===== src/hw/trc_unused_none.sv =====
// intentionally empty companion: no additional logic
`timescale 1ns/1ns
`default_nettype none
`default_nettype wire


===== src/hw/trc_pkg.sv =====
// constants and types for the terminal run command decoder
// assumes a single 100 MHz control clock
package trc_pkg;
  localparam int CLK_HZ = 100_000_000;
  localparam int CLK_PERIOD_NS = 10;
  // filter time counts in units of this tick
  localparam int FILT_TICK_NS = 1_000_000;
  localparam int FILT_TICK_CYCLES = FILT_TICK_NS / CLK_PERIOD_NS;
  localparam logic [9:0] FILT_TIME_DFLT_MS = 10'h00A;
  // terminal indices in the raw and filtered vectors
  localparam int NUM_TERMS = 5;
  localparam int TERM_ONE = 0;
  localparam int TERM_TWO = 1;
  localparam int TERM_THREE = 2;
  localparam int TERM_UP = 3;
  localparam int TERM_DOWN = 4;
  // command schemes
  typedef enum logic [1:0] {
    TRC_TWO_WIRE_A = 2'h0,
    TRC_TWO_WIRE_B = 2'h1,
    TRC_THREE_WIRE_A = 2'h2,
    TRC_THREE_WIRE_B = 2'h3
  } trc_scheme_t;
  localparam trc_scheme_t SCHEME_DFLT = TRC_TWO_WIRE_A;
  // up/down rate: units of the resolution per second
  localparam logic [1:0] RES_CENTI = 2'h1;
  localparam logic [1:0] RES_MILLI = 2'h2;
  localparam logic [4:0] STEP_CENTI_MHZ = 5'h0A;
  localparam logic [4:0] STEP_MILLI_MHZ = 5'h01;
  localparam logic [15:0] UD_RATE_DFLT_CENTI = 16'h0064;
  localparam logic [15:0] UD_RATE_DFLT_MILLI = 16'h03E8;
  localparam logic [26:0] UD_ACC_WRAP = 27'h5F5E100;
  // analog curve, volts in 0.01 V, settings in 0.1 % signed
  localparam logic [9:0] CURVE_MIN_IN_DFLT = 10'h000;
  localparam logic [9:0] CURVE_MAX_IN_DFLT = 10'h3E8;
  localparam logic signed [10:0] CURVE_MIN_SET_DFLT = 11'sh000;
  localparam logic signed [10:0] CURVE_MAX_SET_DFLT = 11'sh3E8;
  localparam logic [3:0] BELOW_MIN_USE_MIN = 4'h0;
  localparam logic [3:0] BELOW_MIN_USE_ZERO = 4'h1;
  localparam logic [4:0] DIV_STEPS = 5'h15;
  typedef enum logic [1:0] {
    TRC_AN_IDLE = 2'b00,
    TRC_AN_DIV = 2'b01,
    TRC_AN_DONE = 2'b11
  } trc_an_state_t;
endpackage


===== src/hw/trc_top.sv =====
// terminal run command decoder: filter, schemes, up/down ramp, analog curve
// assumes terminal inputs synchronous to mclk, config held steady by software
// Notes on behaviour
// RULE1: every terminal passes a debounce filter of configurable time before use.
// RULE2: scheme select 0..3 picks two-wire A/B, three-wire A/B; default 0.
// RULE3: two-wire A: one alone forward, two alone reverse, else stop.
// RULE4: two-wire B: one enables run, two high selects reverse.
// RULE5: three-wire A: three is enable, one forward, two reverse.
// RULE6: three-wire A: button press starts that direction; state held after release.
// RULE7: three-wire: enable inactive stops at once regardless of others.
// RULE8: three-wire: latest button event decides running state.
// RULE9: operator keeps enable active while running; release means stop.
// RULE10: three-wire B: three enable, one momentary run, two direction level.
// RULE11: three-wire B: run press starts; direction follows input two level.
// RULE12: up/down terminals ramp frequency at configurable rate, default 1.00 Hz/s.
// RULE13: rate units follow resolution select: 1 gives 0.01, 2 gives 0.001 Hz/s.
// RULE14: analog input one maps linearly between min and max curve points.
// RULE15: input above max point gives the max point setting.
// RULE16: input below min point gives the below-minimum selector's value.
// RULE17: below-minimum selector 0 gives min setting, 1 gives zero.
// RULE18: current input converts at 0.5 V per mA before the curve.
// RULE19: filter accepts a level only after it stays stable for the time.
// RULE20: three-wire buttons act on the filtered rising edge only.
`timescale 1ns/1ns
`default_nettype none
module trc_top #(
  parameter int TICK_CYCLES = trc_pkg::FILT_TICK_CYCLES
) (
  // clock and reset
  input wire logic mclk,
  input wire logic resetn,
  // raw terminals
  input wire logic input_term_one,
  input wire logic input_term_two,
  input wire logic input_term_three,
  input wire logic up_term,
  input wire logic down_term,
  // configuration
  input wire logic [9:0] terminal_filter_time,
  input wire trc_pkg::trc_scheme_t terminal_scheme_select,
  input wire logic [15:0] updown_rate,
  input wire logic [1:0] freq_resolution_select,
  input wire logic [19:0] updown_limit,
  input wire logic [10:0] analog_input_one,
  input wire logic analog_is_current,
  input wire logic [9:0] curve_min_input,
  input wire logic signed [10:0] curve_min_setting,
  input wire logic [9:0] curve_max_input,
  input wire logic signed [10:0] curve_max_setting,
  input wire logic [3:0] below_min_handling,
  // results
  output logic [4:0] filtered_terms,
  output logic forward_run_cmd,
  output logic reverse_run_cmd,
  output logic [19:0] updown_freq,
  output logic signed [10:0] analog_setting
);
  import trc_pkg::*;

  // filter time base
  logic [16:0] tick_cnt_q, tick_cnt_d;
  logic tick_q, tick_d;
  always_comb begin
    tick_d = 1'b0;
    tick_cnt_d = tick_cnt_q + 17'h00001;
    if (tick_cnt_q == 17'(TICK_CYCLES - 1)) begin
      tick_cnt_d = 17'h00000;
      tick_d = 1'b1;
    end
  end
  always_ff @(posedge mclk or negedge resetn) begin
    if (!resetn) begin
      tick_cnt_q <= 17'h00000;
      tick_q <= 1'b0;
    end else begin
      tick_cnt_q <= tick_cnt_d;
      tick_q <= tick_d;
    end
  end

  logic [4:0] raw;
  logic [4:0] filt_q;
  assign raw = {down_term, up_term, input_term_three, input_term_two,
                input_term_one};

  genvar gi;
  generate
    for (gi = 0; gi < NUM_TERMS; gi++) begin : g_filt
      logic last_q, last_d, f_d;
      logic [9:0] cnt_q, cnt_d;
      always_comb begin
        last_d = raw[gi];
        f_d = filt_q[gi];
        cnt_d = cnt_q;
        if (raw[gi] != last_q) begin
          cnt_d = 10'h000; // RULE19
        end else if (last_q != filt_q[gi]) begin
          if (cnt_q > terminal_filter_time || ~|terminal_filter_time) begin
            f_d = last_q; // RULE1
            cnt_d = 10'h000;
          end else if (tick_q) begin
            cnt_d = cnt_q + 10'h001;
          end
        end else begin
          cnt_d = 10'h000;
        end
      end
      always_ff @(posedge mclk or negedge resetn) begin
        if (!resetn) begin
          last_q <= 1'b0;
          filt_q[gi] <= 1'b0;
          cnt_q <= 10'h000;
        end else begin
          last_q <= last_d;
          filt_q[gi] <= f_d;
          cnt_q <= cnt_d;
        end
      end
    end
  endgenerate

  // run command decode
  logic prev_one_q, prev_two_q;
  logic run_q, run_d, rev_q, rev_d;
  logic fwd_cmd_d, rev_cmd_d;
  logic t1, t2, t3, rise1, rise2;
  assign t1 = filt_q[TERM_ONE];
  assign t2 = filt_q[TERM_TWO];
  assign t3 = filt_q[TERM_THREE];
  assign rise1 = t1 && !prev_one_q; // RULE20
  assign rise2 = t2 && !prev_two_q; // RULE20
  always_comb begin
    run_d = run_q;
    rev_d = rev_q;
    fwd_cmd_d = 1'b0;
    rev_cmd_d = 1'b0;
    case (terminal_scheme_select) // RULE2
      TRC_TWO_WIRE_A: begin
        run_d = 1'b0;
        fwd_cmd_d = t1 && !t2; // RULE3
        rev_cmd_d = t2 && !t1; // RULE3
      end
      TRC_TWO_WIRE_B: begin
        run_d = 1'b0;
        fwd_cmd_d = t1 && !t2; // RULE4
        rev_cmd_d = t1 && t2; // RULE4
      end
      TRC_THREE_WIRE_A: begin
        if (!t3) begin
          run_d = 1'b0; // RULE7 RULE9
        end else if (rise1 && rise2) begin
          run_d = 1'b0;
        end else if (rise1) begin
          run_d = 1'b1; // RULE5 RULE6 RULE8
          rev_d = 1'b0;
        end else if (rise2) begin
          run_d = 1'b1; // RULE5 RULE6 RULE8
          rev_d = 1'b1;
        end
        fwd_cmd_d = t3 && run_d && !rev_d;
        rev_cmd_d = t3 && run_d && rev_d;
      end
      TRC_THREE_WIRE_B: begin
        if (!t3) begin
          run_d = 1'b0; // RULE7
        end else if (rise1) begin
          run_d = 1'b1; // RULE10 RULE11 RULE8
        end
        rev_d = t2; // RULE11
        fwd_cmd_d = t3 && run_d && !t2;
        rev_cmd_d = t3 && run_d && t2;
      end
      default: begin
        run_d = 1'b0;
      end
    endcase
  end
  always_ff @(posedge mclk or negedge resetn) begin
    if (!resetn) begin
      prev_one_q <= 1'b0;
      prev_two_q <= 1'b0;
      run_q <= 1'b0;
      rev_q <= 1'b0;
      forward_run_cmd <= 1'b0;
      reverse_run_cmd <= 1'b0;
      filtered_terms <= 5'h00;
    end else begin
      prev_one_q <= t1;
      prev_two_q <= t2;
      run_q <= run_d;
      rev_q <= rev_d;
      forward_run_cmd <= fwd_cmd_d;
      reverse_run_cmd <= rev_cmd_d;
      filtered_terms <= filt_q;
    end
  end

  // up/down ramp, one step per wrap of the rate accumulator
  logic [26:0] acc_q, acc_d;
  logic [19:0] freq_d;
  logic [15:0] rate;
  logic [4:0] step;
  logic [20:0] sum;
  logic up, dn;
  assign up = filt_q[TERM_UP] && !filt_q[TERM_DOWN];
  assign dn = filt_q[TERM_DOWN] && !filt_q[TERM_UP];
  always_comb begin
    if (freq_resolution_select == RES_MILLI) begin
      step = STEP_MILLI_MHZ; // RULE13
      rate = (updown_rate == 16'h0000) ? UD_RATE_DFLT_MILLI : updown_rate;
    end else begin
      step = STEP_CENTI_MHZ; // RULE13
      rate = (updown_rate == 16'h0000) ? UD_RATE_DFLT_CENTI : updown_rate;
    end
    acc_d = 27'h0000000;
    freq_d = updown_freq;
    sum = 21'h000000;
    if (up || dn) begin
      acc_d = acc_q + 27'(rate); // RULE12
      if (acc_d >= UD_ACC_WRAP) begin
        acc_d = acc_d - UD_ACC_WRAP;
        if (up) begin
          sum = {1'b0, updown_freq} + 21'(step);
          freq_d = (sum > {1'b0, updown_limit}) ? updown_limit : sum[19:0];
        end else begin
          freq_d = (updown_freq > 20'(step)) ?
                   updown_freq - 20'(step) : 20'h00000;
        end
      end
    end
  end
  always_ff @(posedge mclk or negedge resetn) begin
    if (!resetn) begin
      acc_q <= 27'h0000000;
      updown_freq <= 20'h00000;
    end else begin
      acc_q <= acc_d;
      updown_freq <= freq_d;
    end
  end

  // analog curve with serial divider
  trc_an_state_t st_q, st_d;
  logic [9:0] volt;
  logic [10:0] dv;
  logic signed [11:0] ds;
  logic [10:0] ds_mag;
  logic [20:0] num_q, num_d, quo_q, quo_d;
  logic [10:0] rem_q, rem_d, rem_s;
  logic [9:0] den_q, den_d;
  logic neg_q, neg_d;
  logic signed [10:0] smin_q, smin_d, out_d;
  logic [4:0] cnt_q, cnt_d;
  logic signed [12:0] res;
  assign volt = analog_is_current ? analog_input_one[10:1] // RULE18
                                  : analog_input_one[9:0];
  assign dv = {1'b0, volt} - {1'b0, curve_min_input};
  assign ds = 12'(curve_max_setting) - 12'(curve_min_setting);
  assign ds_mag = ds[11] ? 11'(-ds) : ds[10:0];
  assign rem_s = {rem_q[9:0], num_q[20]};
  always_comb begin
    st_d = st_q;
    num_d = num_q;
    quo_d = quo_q;
    rem_d = rem_q;
    den_d = den_q;
    neg_d = neg_q;
    smin_d = smin_q;
    cnt_d = cnt_q;
    out_d = analog_setting;
    res = 13'sh0000;
    case (st_q)
      TRC_AN_IDLE: begin
        if (volt > curve_max_input ||
            curve_max_input <= curve_min_input) begin
          out_d = curve_max_setting; // RULE15
        end else if (volt < curve_min_input) begin
          out_d = (below_min_handling == BELOW_MIN_USE_ZERO) ? // RULE16
                  11'sh000 : curve_min_setting; // RULE17
        end else begin
          num_d = 21'(dv[9:0]) * 21'(ds_mag); // RULE14
          den_d = curve_max_input - curve_min_input;
          neg_d = ds[11];
          smin_d = curve_min_setting;
          quo_d = 21'h000000;
          rem_d = 11'h000;
          cnt_d = 5'h00;
          st_d = TRC_AN_DIV;
        end
      end
      TRC_AN_DIV: begin
        num_d = {num_q[19:0], 1'b0};
        if (rem_s >= {1'b0, den_q}) begin
          rem_d = rem_s - {1'b0, den_q};
          quo_d = {quo_q[19:0], 1'b1};
        end else begin
          rem_d = rem_s;
          quo_d = {quo_q[19:0], 1'b0};
        end
        cnt_d = cnt_q + 5'h01;
        if (cnt_d == DIV_STEPS) begin
          st_d = TRC_AN_DONE;
        end
      end
      TRC_AN_DONE: begin
        res = neg_q ? 13'(smin_q) - 13'(quo_q[11:0])
                    : 13'(smin_q) + 13'(quo_q[11:0]);
        out_d = res[10:0]; // RULE14
        st_d = TRC_AN_IDLE;
      end
      default: begin
        st_d = TRC_AN_IDLE;
      end
    endcase
  end
  always_ff @(posedge mclk or negedge resetn) begin
    if (!resetn) begin
      st_q <= TRC_AN_IDLE;
      num_q <= 21'h000000;
      quo_q <= 21'h000000;
      rem_q <= 11'h000;
      den_q <= 10'h000;
      neg_q <= 1'b0;
      smin_q <= 11'sh000;
      cnt_q <= 5'h00;
      analog_setting <= 11'sh000;
    end else begin
      st_q <= st_d;
      num_q <= num_d;
      quo_q <= quo_d;
      rem_q <= rem_d;
      den_q <= den_d;
      neg_q <= neg_d;
      smin_q <= smin_d;
      cnt_q <= cnt_d;
      analog_setting <= out_d;
    end
  end
endmodule // trc_top
`default_nettype wire


===== config.mk =====
export PLATFORM = sky130hd
export DESIGN_NAME = trc_top
export DESIGN_NICKNAME = d
export VERILOG_FILES = /design/src/hw/trc_unused_none.sv /design/src/hw/trc_pkg.sv /design/src/hw/trc_top.sv
export SDC_FILE = /design/constraint.sdc
export NUM_CORES = 1
export LEC_CHECK = 0
export ABC_AREA = 1
export BUFFER_PORTS_ARGS = -buffer_cell sky130_fd_sc_hd__buf_2
export CORE_MARGIN = 1
export CORE_UTILIZATION = 59
export CTS_CLUSTER_SIZE = 16
export DETAILED_ROUTE_END_ITERATION = 8
export PLACE_DENSITY_LB_ADDON = 0.05
export SETUP_SLACK_MARGIN = 0.4
export SLEW_MARGIN = 20
export SYNTH_ARGS = -nofsm -noshare
export SYNTH_HDL_FRONTEND = slang
export SYNTH_SLANG_ARGS = --single-unit

===== constraint.sdc =====
create_clock -name mclk -period 6.8 [get_ports mclk]
set_clock_uncertainty 0.1 [all_clocks]
set_input_delay 1.36 -clock mclk [delete_from_list [all_inputs] [get_ports mclk]]
set_output_delay 1.36 -clock mclk [all_outputs]
set_load 0.05 [all_outputs]

# Word level (Yosys, flattened, before mapping)
# Index checks and enable logic that the tools add are counted.
[op_classes] muxes=73 order_cmp=12 reduce_logical=47 eq_ne=28 multipliers=1 addsub=18 bitwise=7
[ops] cell="10-bit 2-to-1 mux" count=24
[ops] cell="11-bit 2-to-1 mux" count=7
[ops] cell="10-bit greater-than comparator" count=6
[ops] cell="20-bit 2-to-1 mux" count=3
[ops] cell="27-bit 2-to-1 mux" count=2
[ops] cell="10-bit by 1-bit adder with 10-bit output (second input constant)" count=5
[ops] cell="16-bit 2-to-1 mux" count=3
[ops] cell="11-bit case mux with 2 select lines" count=2
[ops] cell="21-bit 2-to-1 mux" count=2
[ops] cell="21-bit case mux with 2 select lines" count=1
[ops] cell="10-bit subtractor" count=3
[ops] cell="27-bit by 16-bit adder with 27-bit output" count=1
[ops] cell="27-bit >= comparator (second input constant)" count=1
[ops] cell="27-bit subtractor (second input constant)" count=1
[ops] cell="3-bit AND reduction" count=8
[ops] cell="20-bit by 5-bit adder with 21-bit output" count=1
[ops] cell="21-bit by 20-bit greater-than comparator with 1-bit output" count=1
[ops] cell="10-bit by 11-bit multiplier with 21-bit output" count=1
[ops] cell="20-bit by 5-bit greater-than comparator with 1-bit output" count=1
[ops] cell="4-bit by 3-bit != test with 1-bit output (second input constant)" count=5
[ops] cell="10-bit case mux with 2 select lines" count=1
[ops] cell="20-bit by 5-bit subtractor with 20-bit output" count=1
[ops] cell="17-bit by 1-bit adder with 17-bit output (second input constant)" count=1
[ops] cell="17-bit equality test (second input constant)" count=1
[ops] cell="35 further kinds" count=104
[word_totals] regBits=218 word_cells=221

# Longest topological paths before layout
# Gate-level depths: netlist of run 1.
[depth] depth_word=10 ltp_mapped=38 depth_no_buf=38

# Worst setup path before layout of run 1
# No wires, ideal clock.
[synth_timing] path_kind="input to register" start="in analog_is_current" end="reg num_q[17]" path_buffers=2 stages=33 arrival_time_ps=7839 slack_ps=-1256 required_time_ps=6584 path_cell_list="clkbuf_1 -> clkbuf_1 -> nand2_1 -> o21ai_0 -> ha_1 -> a21oi_1 -> o221ai_1 -> a21oi_1 -> o21ai_0 -> a21o_1 -> xor2_1 -> inv_1 -> nand2_1 -> fa_1 -> fa_1 -> inv_1 -> fa_1 -> fa_1 -> inv_1 -> fa_1 -> inv_1 -> ha_1 -> inv_1 -> nor3_1 -> nand2_1 -> nand3_1 -> a21oi_1 -> o21ai_0 -> a21oi_1 -> o21ai_0 -> nand2_1 -> nand2_1 -> nand2_1"
[synth_between] elab_chain_len=6 elab_cells_between_ends=12 cone_classes="add/sub: 1; mul: 1; order compare: 2; eq/ne: 2; mux: 4; reduce/logical: 2"
[synth_rtl] element="from (decl)" line="trc_top.sv:45" source="input wire logic analog_is_current,"
[synth_rtl] element="10-bit 2-to-1 mux (*)" line="trc_top.sv:255" source="assign volt = analog_is_current ? analog_input_one[10:1]"
[synth_rtl] element="10-bit subtractor" line="trc_top.sv:257" source="assign dv = {1'b0, volt} - {1'b0, curve_min_input};"
[synth_rtl] element="10-bit by 11-bit multiplier with 21-bit output" line="trc_top.sv:281" source="num_d = 21'(dv[9:0]) * 21'(ds_mag);"
[synth_rtl] element="21-bit 2-to-1 mux" line="trc_top.sv:277" source="end else if (volt < curve_min_input) begin"
[synth_rtl] element="21-bit 2-to-1 mux" line="trc_top.sv:274" source="if (volt > curve_max_input ||"
[synth_rtl] element="21-bit case mux with 2 select lines" line="trc_top.sv:272" source="case (st_q)"
[synth_rtl] element="to (signal assigned)" line="trc_top.sv:329" source="num_q <= num_d;"
[synth_rtl] element="to (decl)" line="trc_top.sv:248" source="logic [20:0] num_q, num_d, quo_q, quo_d;"
# Mark *: on every way between the ends. The rest lies on a longest branch, timed or not. The select of a mux whose other input is x is not followed.
# A chain may end at the register's enable or synchronous reset.

# Worst setup path in the final report of run 1
[layout_timing] start="in curve_max_setting[0]" end="reg num_q[17]"
[layout_between] elab_chain_len=7
[layout_rtl] element="from (decl)" line="trc_top.sv:49" source="input wire logic signed [10:0] curve_max_setting,"
[layout_rtl] element="11-bit by 11-bit subtractor with 12-bit output (*)" line="trc_top.sv:258" source="assign ds = 12'(curve_max_setting) - 12'(curve_min_setting);"
[layout_rtl] element="11-bit negation" line="trc_top.sv:259" source="assign ds_mag = ds[11] ? 11'(-ds) : ds[10:0];"
[layout_rtl] element="11-bit 2-to-1 mux (*)" line="trc_top.sv:259"
[layout_rtl] element="10-bit by 11-bit multiplier with 21-bit output (*)" line="trc_top.sv:281"
[layout_rtl] element="21-bit 2-to-1 mux (*)" line="trc_top.sv:277"
[layout_rtl] element="21-bit 2-to-1 mux (*)" line="trc_top.sv:274"
[layout_rtl] element="21-bit case mux with 2 select lines (*)" line="trc_top.sv:272"
# Marked as above.

==> results_dict.tcl, run 1 <==
set metrics [dict create \
    status "finished, violations left" \
    failed_checks "negative setup slack" \
    slew_viol_final 0 \
    grt_max_degree 112 \
    ys_types 57 \
    syn2layout_area_growth_pct 22.8 \
    detail_route.wl_per_cell_um 15.8 \
    io_buffers 152 \
    layout.nets 3942 \
    max_freq_mhz 138 \
    antenna_found_initial 1 \
    crit_path_max_incr_delay_ps 520 \
    required_ps 7140 \
    dpl-instance-area_um2 25000 \
    place_hpwl_mm 48.8 \
    ctsHoldBuffers 0 \
    cts_buffers 27 \
    ys_warn_count 0 \
    ys_seq_area_share_pct 24.5 \
    period_share_pct 107 \
    cts_buffer_depth 3 \
    drt_pass1_iterations 5 \
    clk_pin_slew_ps 70 \
    ant_nets 0 \
    synth.avg_cell_area_um2 6.93 \
    relSlewSlack_pct 34.4 \
    gp_congestion 1.03 \
    async_reset_ff_share_pct 100 \
    cp_max_fo 6 \
    via_per_inst 5.53 \
    synth_ff_type "dfrtp_1" \
    cts_tree "done" \
    vias 22186 \
    syn_nets 3597 \
    cpMostUsedCell "fa_1" \
    cp_slowest_cell "fa_1" \
    grt-ovfl-total 0 \
    rsz0062_at_grt "true" \
    finalCoreUtilization_pct 73.8 \
    drc 0 \
    synthesis.instances 3180 \
    wl_mm 63.6 \
    ios 153 \
    rows 70 \
    root_buffer "clkbuf_16" \
    synth_seq_cells 216 \
    layout_setup_ws_ps -470 \
    seq_area_um2 5410 \
    syn_area_um2 22100 \
    crit_type "in -> reg" \
    hold_path.class "reg -> reg" \
    drive_above_1_share_pct 19.8 \
    maxCapViolCount 0 \
    worstSkewPairLatency_ps 550 \
    fillers 2920 \
    hold_viol_final 0 \
    synth-edff-count 0 \
    startpoint_type "primary input" \
    endpoint_kind "flip-flop" \
    die-area_um2 38200 \
    clkSinkCount 216 \
    multi_input_area_um2 15600 \
    die_y_um 195 \
    fin_crit_ps 7270 \
    timing.hold.ws_ps 364 \
    worstMarginPinSlew_ps 984 \
    arrival_ps 7610 \
    drt_iter0_markers 1413 \
    setup_viol 12 \
    grt_pass1_vias 22030 \
    fin_area_um2 27100 \
    die-width_um 195 \
    initial_utilization_pct 60.1 \
    grt.total_usage_pct 33.4 \
    coreArea_um2 36700 \
    grt_pass1_wl_mm 104 \
    htree_levels 1 \
]
==> Yosys cell counts, types with 4 or more instances <==
cell | count | share of area (%)
a21o_1 | 5 | 0.17
inv_2 | 12 | 0.20
and2_1 | 5 | 0.14
nand2_1 | 829 | 14
a31oi_1 | 14 | 0.40
xor2_1 | 108 | 4.3
nand2_2 | 23 | 0.65
nor4_1 | 12 | 0.34
o21a_1 | 5 | 0.17
nand3_1 | 239 | 5.4
a21oi_1 | 162 | 3.7
buf_2 | 17 | 0.39
nor2_2 | 7 | 0.20
o21ai_0 | 136 | 3.1
o31ai_1 | 7 | 0.24
o22ai_1 | 6 | 0.17
mux2i_1 | 7 | 0.32
fa_1 | 78 | 7.1
nor3_1 | 45 | 1.0
nor2_1 | 308 | 5.2
buf_4 | 4 | 0.14
o2111ai_1 | 12 | 0.48
nand3b_1 | 11 | 0.37
o21bai_1 | 8 | 0.27
clkinv_1 | 4 | 0.068
or4_1 | 4 | 0.14
buf_1 | 4 | 0.068
inv_1 | 469 | 8.0
o211ai_1 | 7 | 0.24
xnor2_1 | 26 | 1.0
clkbuf_1 | 50 | 0.85
nand4_1 | 61 | 1.7
ha_1 | 224 | 13
nor2_4 | 5 | 0.26
dfrtp_1 | 216 | 25
or2_2 | 18 | 0.51
nor3b_1 | 4 | 0.14
==> layout make-up <==
class,count,area share [%]
multi-input cells,2401,57.7
flip-flops and latches,216,20.0
repair buffers,394,10.0
inverters,485,6.88
clock buffers,36,2.80
well taps,468,2.16
clock inverters,12,0.448
diodes,2,0.0185
==> layer usage <==
| layer | part of all wire (%) | GRT usage (%) | routed length, um | vias to the layer above |
|---|---|---|---|---|
| li1 | - | - | - | 10912 |
| met1 | 43 | 44.2 | 27400 | 10446 |
| met2 | 47 | 56.8 | 30000 | 695 |
| met3 | 6.3 | 3.80 | 4010 | 133 |
| met4 | 3.3 | 11.2 | 2110 | 0 |
| met5 | 0 | 0 | 0 | - |
==> flip-flops by register name, indices dropped and copies added (netlist names), 2 cells and up <==
signal and count:
den_q 10, analog_setting 11, updown_freq 20, g_filt.cnt_q 50, filt_q 2, smin_q 11
st_q 2, quo_q 11, tick_cnt_q 17, acc_q 27, rem_q 10, num_q 21
filtered_terms 5, cnt_q 5, g_filt.last_q 5
==> timing repair <==
item,CTS,global route
setup buffers,26,13
gates resized for setup,153,59
pin swaps,89,57
endpoints found under the setup margin,16,16
endpoints found under the hold margin,0,0
==> path summary, 6_finish.rpt <==
check                                      from  cells after the start                  to  slack, ps
max                        curve_max_setting[0]                     33           num_q[17]       -470
min                                   filt_q[3]                      0   filtered_terms[3]        360
max reg2reg                      updown_freq[1]                     19     updown_freq[15]       2470
min reg2reg                           filt_q[3]                      0   filtered_terms[3]        360
max in group asynchronous                resetn                      2     updown_freq[13]       4420
min in group asynchronous                resetn                      1  g_filt[3].cnt_q[5]        730
==> kinds of logic after synthesis <==
kind of cell / share of synthesized area, %
simple gates: 30.6
buf+inv: 9.85
compound gates: 9.55
fa+ha+maj: 19.8
flops: 24.5
xor+xnor: 5.32
mux: 0.369
==> stage by stage <==
step	instances	setup WS [ps]	setup TNS, ps
global route	4012	-676	-6840
detailed placement	3925	-999	-13170
CTS	3999	-276	-1780
global placement	3925	-871	-11800
floorplan	3180	-505	-3700
finish	4014	-470	-3830
==> cell usage in the layout, fill, tap and decap left out, types with 108 or more instances in the layout <==
| cell type | Yosys | layout |
|---|---|---|
| a21oi_1 | 162 | 148 |
| buf_2 | 17 | 143 |
| buf_4 | 4 | 225 |
| dfrtp_1 | 216 | 216 |
| ha_1 | 224 | 194 |
| inv_1 | 469 | 432 |
| nand2_1 | 829 | 795 |
| nand3_1 | 239 | 226 |
| nor2_1 | 308 | 296 |
| o21ai_0 | 136 | 108 |
==> worst max-delay path: cells and delay by family <==
kind | cells | cell delay (ps)
adders and majority gates | 8 | 3300
AOI/OAI and AO/OA | 5 | 620
xor gates and xnor gates | 2 | 440
and+or+nand+nor | 9 | 1060
buffers and inverters | 9 | 820
Power of run 1 is left out: the tool's default activity adds up to more than one toggle a clock period on the data nets, which glitch-free logic cannot reach.
==> run 2, diff against run 1 <==
--- a/config.mk
+++ b/config.mk
@@ -5,7 +5,6 @@
 export SDC_FILE = /design/constraint.sdc
 export NUM_CORES = 1
 export LEC_CHECK = 0
-export ABC_AREA = 1
 export BUFFER_PORTS_ARGS = -buffer_cell sky130_fd_sc_hd__buf_2
 export CORE_MARGIN = 1
 export CORE_UTILIZATION = 59
==> results_dict.tcl, run 2 <==
set metrics [dict create \
    status "finished, violations left" \
    failed_checks "negative setup slack" \
    slew_viol_final 0 \
    cts_buffers 26 \
    seq_area_um2 5410 \
    setup_tns_ps -5210 \
    endpoint_kind "flip-flop" \
    cp_max_fo 4 \
    detail_route.wl_per_cell_um 17.3 \
    coreArea_um2 33500 \
    htree_levels 1 \
    largest_reg_flops 50 \
    fillers 2487 \
    synth_ff_type "dfrtp_1" \
    clkSinkCount 216 \
    cts_buffer_depth 3 \
    reg_top3 "g_filt.cnt_q x50, acc_q x27, num_q x21" \
    root_buffer "clkbuf_16" \
    crit_type "in -> reg" \
    cp_slowest_cell "fa_1" \
    place_hpwl_mm 40.6 \
    drt_iter0_markers 1143 \
    ys_warn_count 0 \
    grt_pass1_wl_mm 89.0 \
    drive_above_1_share_pct 23.7 \
    syn_area_um2 20100 \
    ios 153 \
    crit_path_max_incr_delay_ps 530 \
    arrival_ps 7710 \
    layout_setup_ws_ps -564 \
    async_reset_ff_share_pct 100 \
    die_y_um 187 \
    relSlewSlack_pct 25.1 \
    via_per_inst 5.79 \
    period_share_pct 108 \
    rows 67 \
    fin_crit_ps 7360 \
    yosysTopAreaCell "dfrtp_1" \
    crit_family "adder cells" \
    synth.avg_cell_area_um2 8.66 \
    worstSkewPairLatency_ps 550 \
    clk_pin_slew_ps 60 \
    worstMarginPinSlew_ps 1120 \
    path_buf_inv 4 \
    synth.most_common_cell "nor2_1" \
    grt-ovfl-total 0 \
    grt_max_degree 118 \
    die-area_um2 34800 \
    layout_commonest_cell "nor2_1" \
    die-width_um 187 \
    grt.total_usage_pct 30.7 \
    synth-edff-count 0 \
    drc 0 \
    final_cell_mix "234 x nor2_1, 216 x dfrtp_1, 213 x buf_4" \
    synthTopCellsByArea "dfrtp_1 27%, ha_1 14%, fa_1 7.8%" \
    grt_pass1_vias 18442 \
    wl_mm 54.0 \
    ant_nets 0 \
    syn_nets 2738 \
    required_ps 7150 \
    ys_types 90 \
    maxCapViolCount 0 \
    drt_pass1_iterations 6 \
    setup_viol 12 \
    cpMostUsedCell "fa_1" \
    rsz0062_at_grt "true" \
    io_buffers 152 \
    ctsHoldBuffers 0 \
    synthesis.instances 2321 \
    syn2layout_area_growth_pct 22.5 \
    hold_viol_final 0 \
    startpoint_type "primary input" \
    largest_register "g_filt.cnt_q" \
    gp_congestion 0.893 \
    cts_tree "done" \
    synth_commonest_cells "248 x nor2_1, 224 x ha_1, 216 x dfrtp_1" \
    ys_seq_area_share_pct 26.9 \
    vias 18070 \
    layout.nets 3069 \
    synth_top_cell_area_share_pct 26.9 \
    timing.hold.ws_ps 343 \
    hold_path.class "reg -> reg" \
    initial_utilization_pct 59.9 \
    multi_input_area_um2 14400 \
    antenna_found_initial 1 \
    max_freq_mhz 136 \
    synth_seq_cells 216 \
]
run 2: cell types whose count changed after synthesis, moves of 38 or more:
cell      previous run  this run
nand2_1            829       158
xnor2_1             26       100
inv_1              469       207
nand2b_1             0        38
nand3_1            239        62
nor2_1             308       248
run 2: timing repair:
| item | 4_1_cts | 5_1_grt |
|---|---|---|
| endpoints found under the setup margin | 16 | 16 |
| resized for setup | 67 | 51 |
| pin swaps | 85 | 87 |
| cloned | 0 | 0 |
| buffers inserted | 20 | 12 |
run 2: metrics by stage:
step | instance area (um2) | cells | setup slack [ps] | util [%]
floorplan | 20400 | 2321 | -889 | -
global placement | 22900 | 3040 | -1110 | 68.3
detailed placement | 22900 | 3040 | -1260 | 68.3
CTS | 24300 | 3107 | -550 | 72.4
global route | 24600 | 3120 | -842 | 73.4
finish | 24600 | 3120 | -564 | 73.4
run 2: worst paths after layout:
path | start | to | slack [ps] | cells past startpoint
max in group asynchronous | resetn | g_filt[4].cnt_q[9] | 4480 | 2
hold reg to reg | filt_q[4] | filtered_terms[4] | 340 | 0
hold / removal | filt_q[4] | filtered_terms[4] | 340 | 0
setup reg to reg | acc_q[0] | acc_q[14] | 2220 | 14
min in group asynchronous | resetn | g_filt[0].cnt_q[4] | 820 | 1
setup / recovery | analog_is_current | num_q[20] | -560 | 28
run 2: worst register-to-register path: stages (launching register included):
cell and delay, ps:
dfrtp_1 380, ha_1 240, fa_1 480, a211oi_4 300, o211ai_1 190, a21oi_1 220
xnor2_1 210, ha_1 260, nand3_1 90, nor4_1 350, and3_1 310, o2111a_2 320
o2111ai_4 330, or4_1 570, a21oi_1 160
run 2: area by class of cell:
| class | instances | area share, % |
|---|---|---|
| antenna | 1 | 0.0102 |
| clock buffer | 36 | 3.04 |
| clock inverter | 11 | 0.432 |
| inverter | 207 | 3.23 |
| multi-input combinational | 1824 | 58.6 |
| sequential | 216 | 22.0 |
| tap | 448 | 2.28 |
| timing repair buffer | 377 | 10.5 |
run 2: cells by family after synthesis:
kind of cell	Yosys count	synth area share (%)
multiplexers	60	3.14
adder cells (fa/ha/maj)	302	21.7
AO/OA/AOI/OAI	506	16.2
flip-flops	216	26.9
buffers and inverters	281	5.40
AND/OR/NAND/NOR	783	19.0
XOR/XNOR	173	7.58
run 2: per-layer routing:
metal,global-route usage (%),share of wire [%]
met4,9.43,2.8
met2,52.3,48
met3,3.82,5.0
met1,40.9,44
met5,0,0
Power of run 2 is left out for the same reason.
==> run 3, diff against run 2 <==
--- a/config.mk
+++ b/config.mk
@@ -10,7 +10,7 @@
 export CORE_UTILIZATION = 59
 export CTS_CLUSTER_SIZE = 16
 export DETAILED_ROUTE_END_ITERATION = 8
-export PLACE_DENSITY_LB_ADDON = 0.05
+export PLACE_DENSITY = 0.83
 export SETUP_SLACK_MARGIN = 0.4
 export SLEW_MARGIN = 20
 export SYNTH_ARGS = -nofsm -noshare
==> results_dict.tcl, run 3 (same netlist as run 2, synthesis figures left out) <==
set metrics [dict create \
    antenna_found_initial 6 \
    cpMostUsedCell "buf_4" \
    htree_levels 1 \
    largest_reg_flops 50 \
    drive_above_1_share_pct 26.1 \
    seq_area_um2 5410 \
    grt.total_usage_pct 34.6 \
    fin_area_um2 25500 \
    via_per_inst 6.41 \
    highest_layer "met5" \
    fin_crit_ps 8380 \
    grt-ovfl-total 0 \
    failed_checks "negative setup slack" \
    clkSinkCount 216 \
    initial_utilization_pct 59.9 \
    crit_type "in -> reg" \
    setup_viol 15 \
    slew_viol_final 0 \
    hold_viol_final 0 \
    place_hpwl_mm 41.4 \
    detail_route.wl_per_cell_um 22.2 \
    rows 67 \
    crit_path_max_incr_delay_ps 760 \
    layout_setup_ws_ps -1580 \
    worstSkewPairLatency_ps 540 \
    largest_register "g_filt.cnt_q" \
    met1_length_mm 25.4 \
    multi_input_area_um2 14800 \
    fillers 2115 \
    syn2layout_area_growth_pct 26.8 \
    wl_mm 69.9 \
    fin_cells 3157 \
    drc 0 \
    die-area_um2 34800 \
    coreArea_um2 33500 \
    dpl_worst_slack_ps -1430 \
    die_y_um 187 \
    max_freq_mhz 119 \
    root_buffer "clkbuf_16" \
    clk_pin_slew_ps 60 \
    die-width_um 187 \
    dr_wl_met2_mm 32.0 \
    maxCapViolCount 0 \
    drt_iter0_markers 2075 \
    dp.cells 3028 \
    cts_buffer_depth 3 \
    startpoint_type "primary input" \
    drt_pass1_iterations 6 \
    relSlewSlack_pct 12.2 \
    cts_buffers 26 \
    cts_tree "done" \
    rsz0062_at_grt "true" \
    io_buffers 152 \
    ctsHoldBuffers 0 \
    hold_path.class "reg -> reg" \
    endpoint_kind "flip-flop" \
    period_share_pct 123 \
    grt_max_degree 112 \
    vias 20223 \
    status "finished, violations left" \
    gp_congestion 0.949 \
    ios 153 \
    final_cell_mix "237 x nor2_1, 215 x dfrtp_1, 212 x buf_4" \
    dpl-instance-area_um2 22800 \
    ant_nets 0 \
    wl_met3_mm 6.71 \
    required_ps 7110 \
    cp_slowest_cell "fa_1" \
    grt_pass1_vias 19502 \
    worstMarginPinSlew_ps 1310 \
    reg_top3 "g_filt.cnt_q x50, acc_q x27, num_q x21" \
    layout.nets 3104 \
    grt_pass1_wl_mm 98.3 \
    arrival_ps 8690 \
    layout_commonest_cell "nor2_1" \
    cp_max_fo 5 \
]
## run 3: cell count changes in the layout (fill, tap and decap cells not counted), sizes merged, moves of 2 or more
cell / change
inv: -2
buf: +33
bufinv: +2
clkinvlp: +2
clkinv: -2
## run 3: cell type report
class,count,share of cell area [%]
inverter,207,3.14
antenna,2,0.0196
clock buffer,37,2.99
timing repair buffer,410,11.7
sequential,216,21.2
clock inverter,11,0.599
multi-input combinational,1826,58.2
tap,448,2.20
## run 3: worst paths after layout
kind / from / end / slack [ps] / cells past startpoint
max: analog_is_current / num_q[13] / -1580 / 34
min: filt_q[4] / filtered_terms[4] / 330 / 0
max reg2reg: acc_q[0] / acc_q[14] / 2250 / 14
min reg2reg: filt_q[4] / filtered_terms[4] / 330 / 0
max in group asynchronous: resetn / acc_q[2] / 4760 / 2
min in group asynchronous: resetn / g_filt[1].cnt_q[3] / 730 / 1
## run 3: metal layers
layer	global-route usage (%)	vias up
li1	-	8811
met1	41.6	9544
met2	59.0	1382
met3	6.75	480
met4	17.2	6
met5	0	-
## run 3: worst max-delay path: cells and delay by family
kind / cells / cell delay [ps]
fa+ha+maj: 7 / 3270
compound gates: 8 / 1380
buf+inv: 11 / 1200
simple gates: 5 / 930
xor+xnor: 2 / 320
mux: 1 / 240
## run 3: repair_timing
action | 4_1_cts | 5_1_grt
gates resized for setup | 153 | 86
cloned | 3 | 1
pin swaps | 110 | 58
setup buffers | 61 | 14
endpoints found under the setup margin | 16 | 81
## run 3: stage by stage
stage,setup TNS [ps],utilization [%],hold WS [ps]
4_1_cts,-5020,74.4,342
3_5_place_dp,-18030,68.1,329
2_1_floorplan,-7660,-,288
6_report,-18080,76.0,335
5_1_grt,-18280,76.0,359
3_3_place_gp,-14820,68.1,312
Power of run 3 is left out for the same reason.
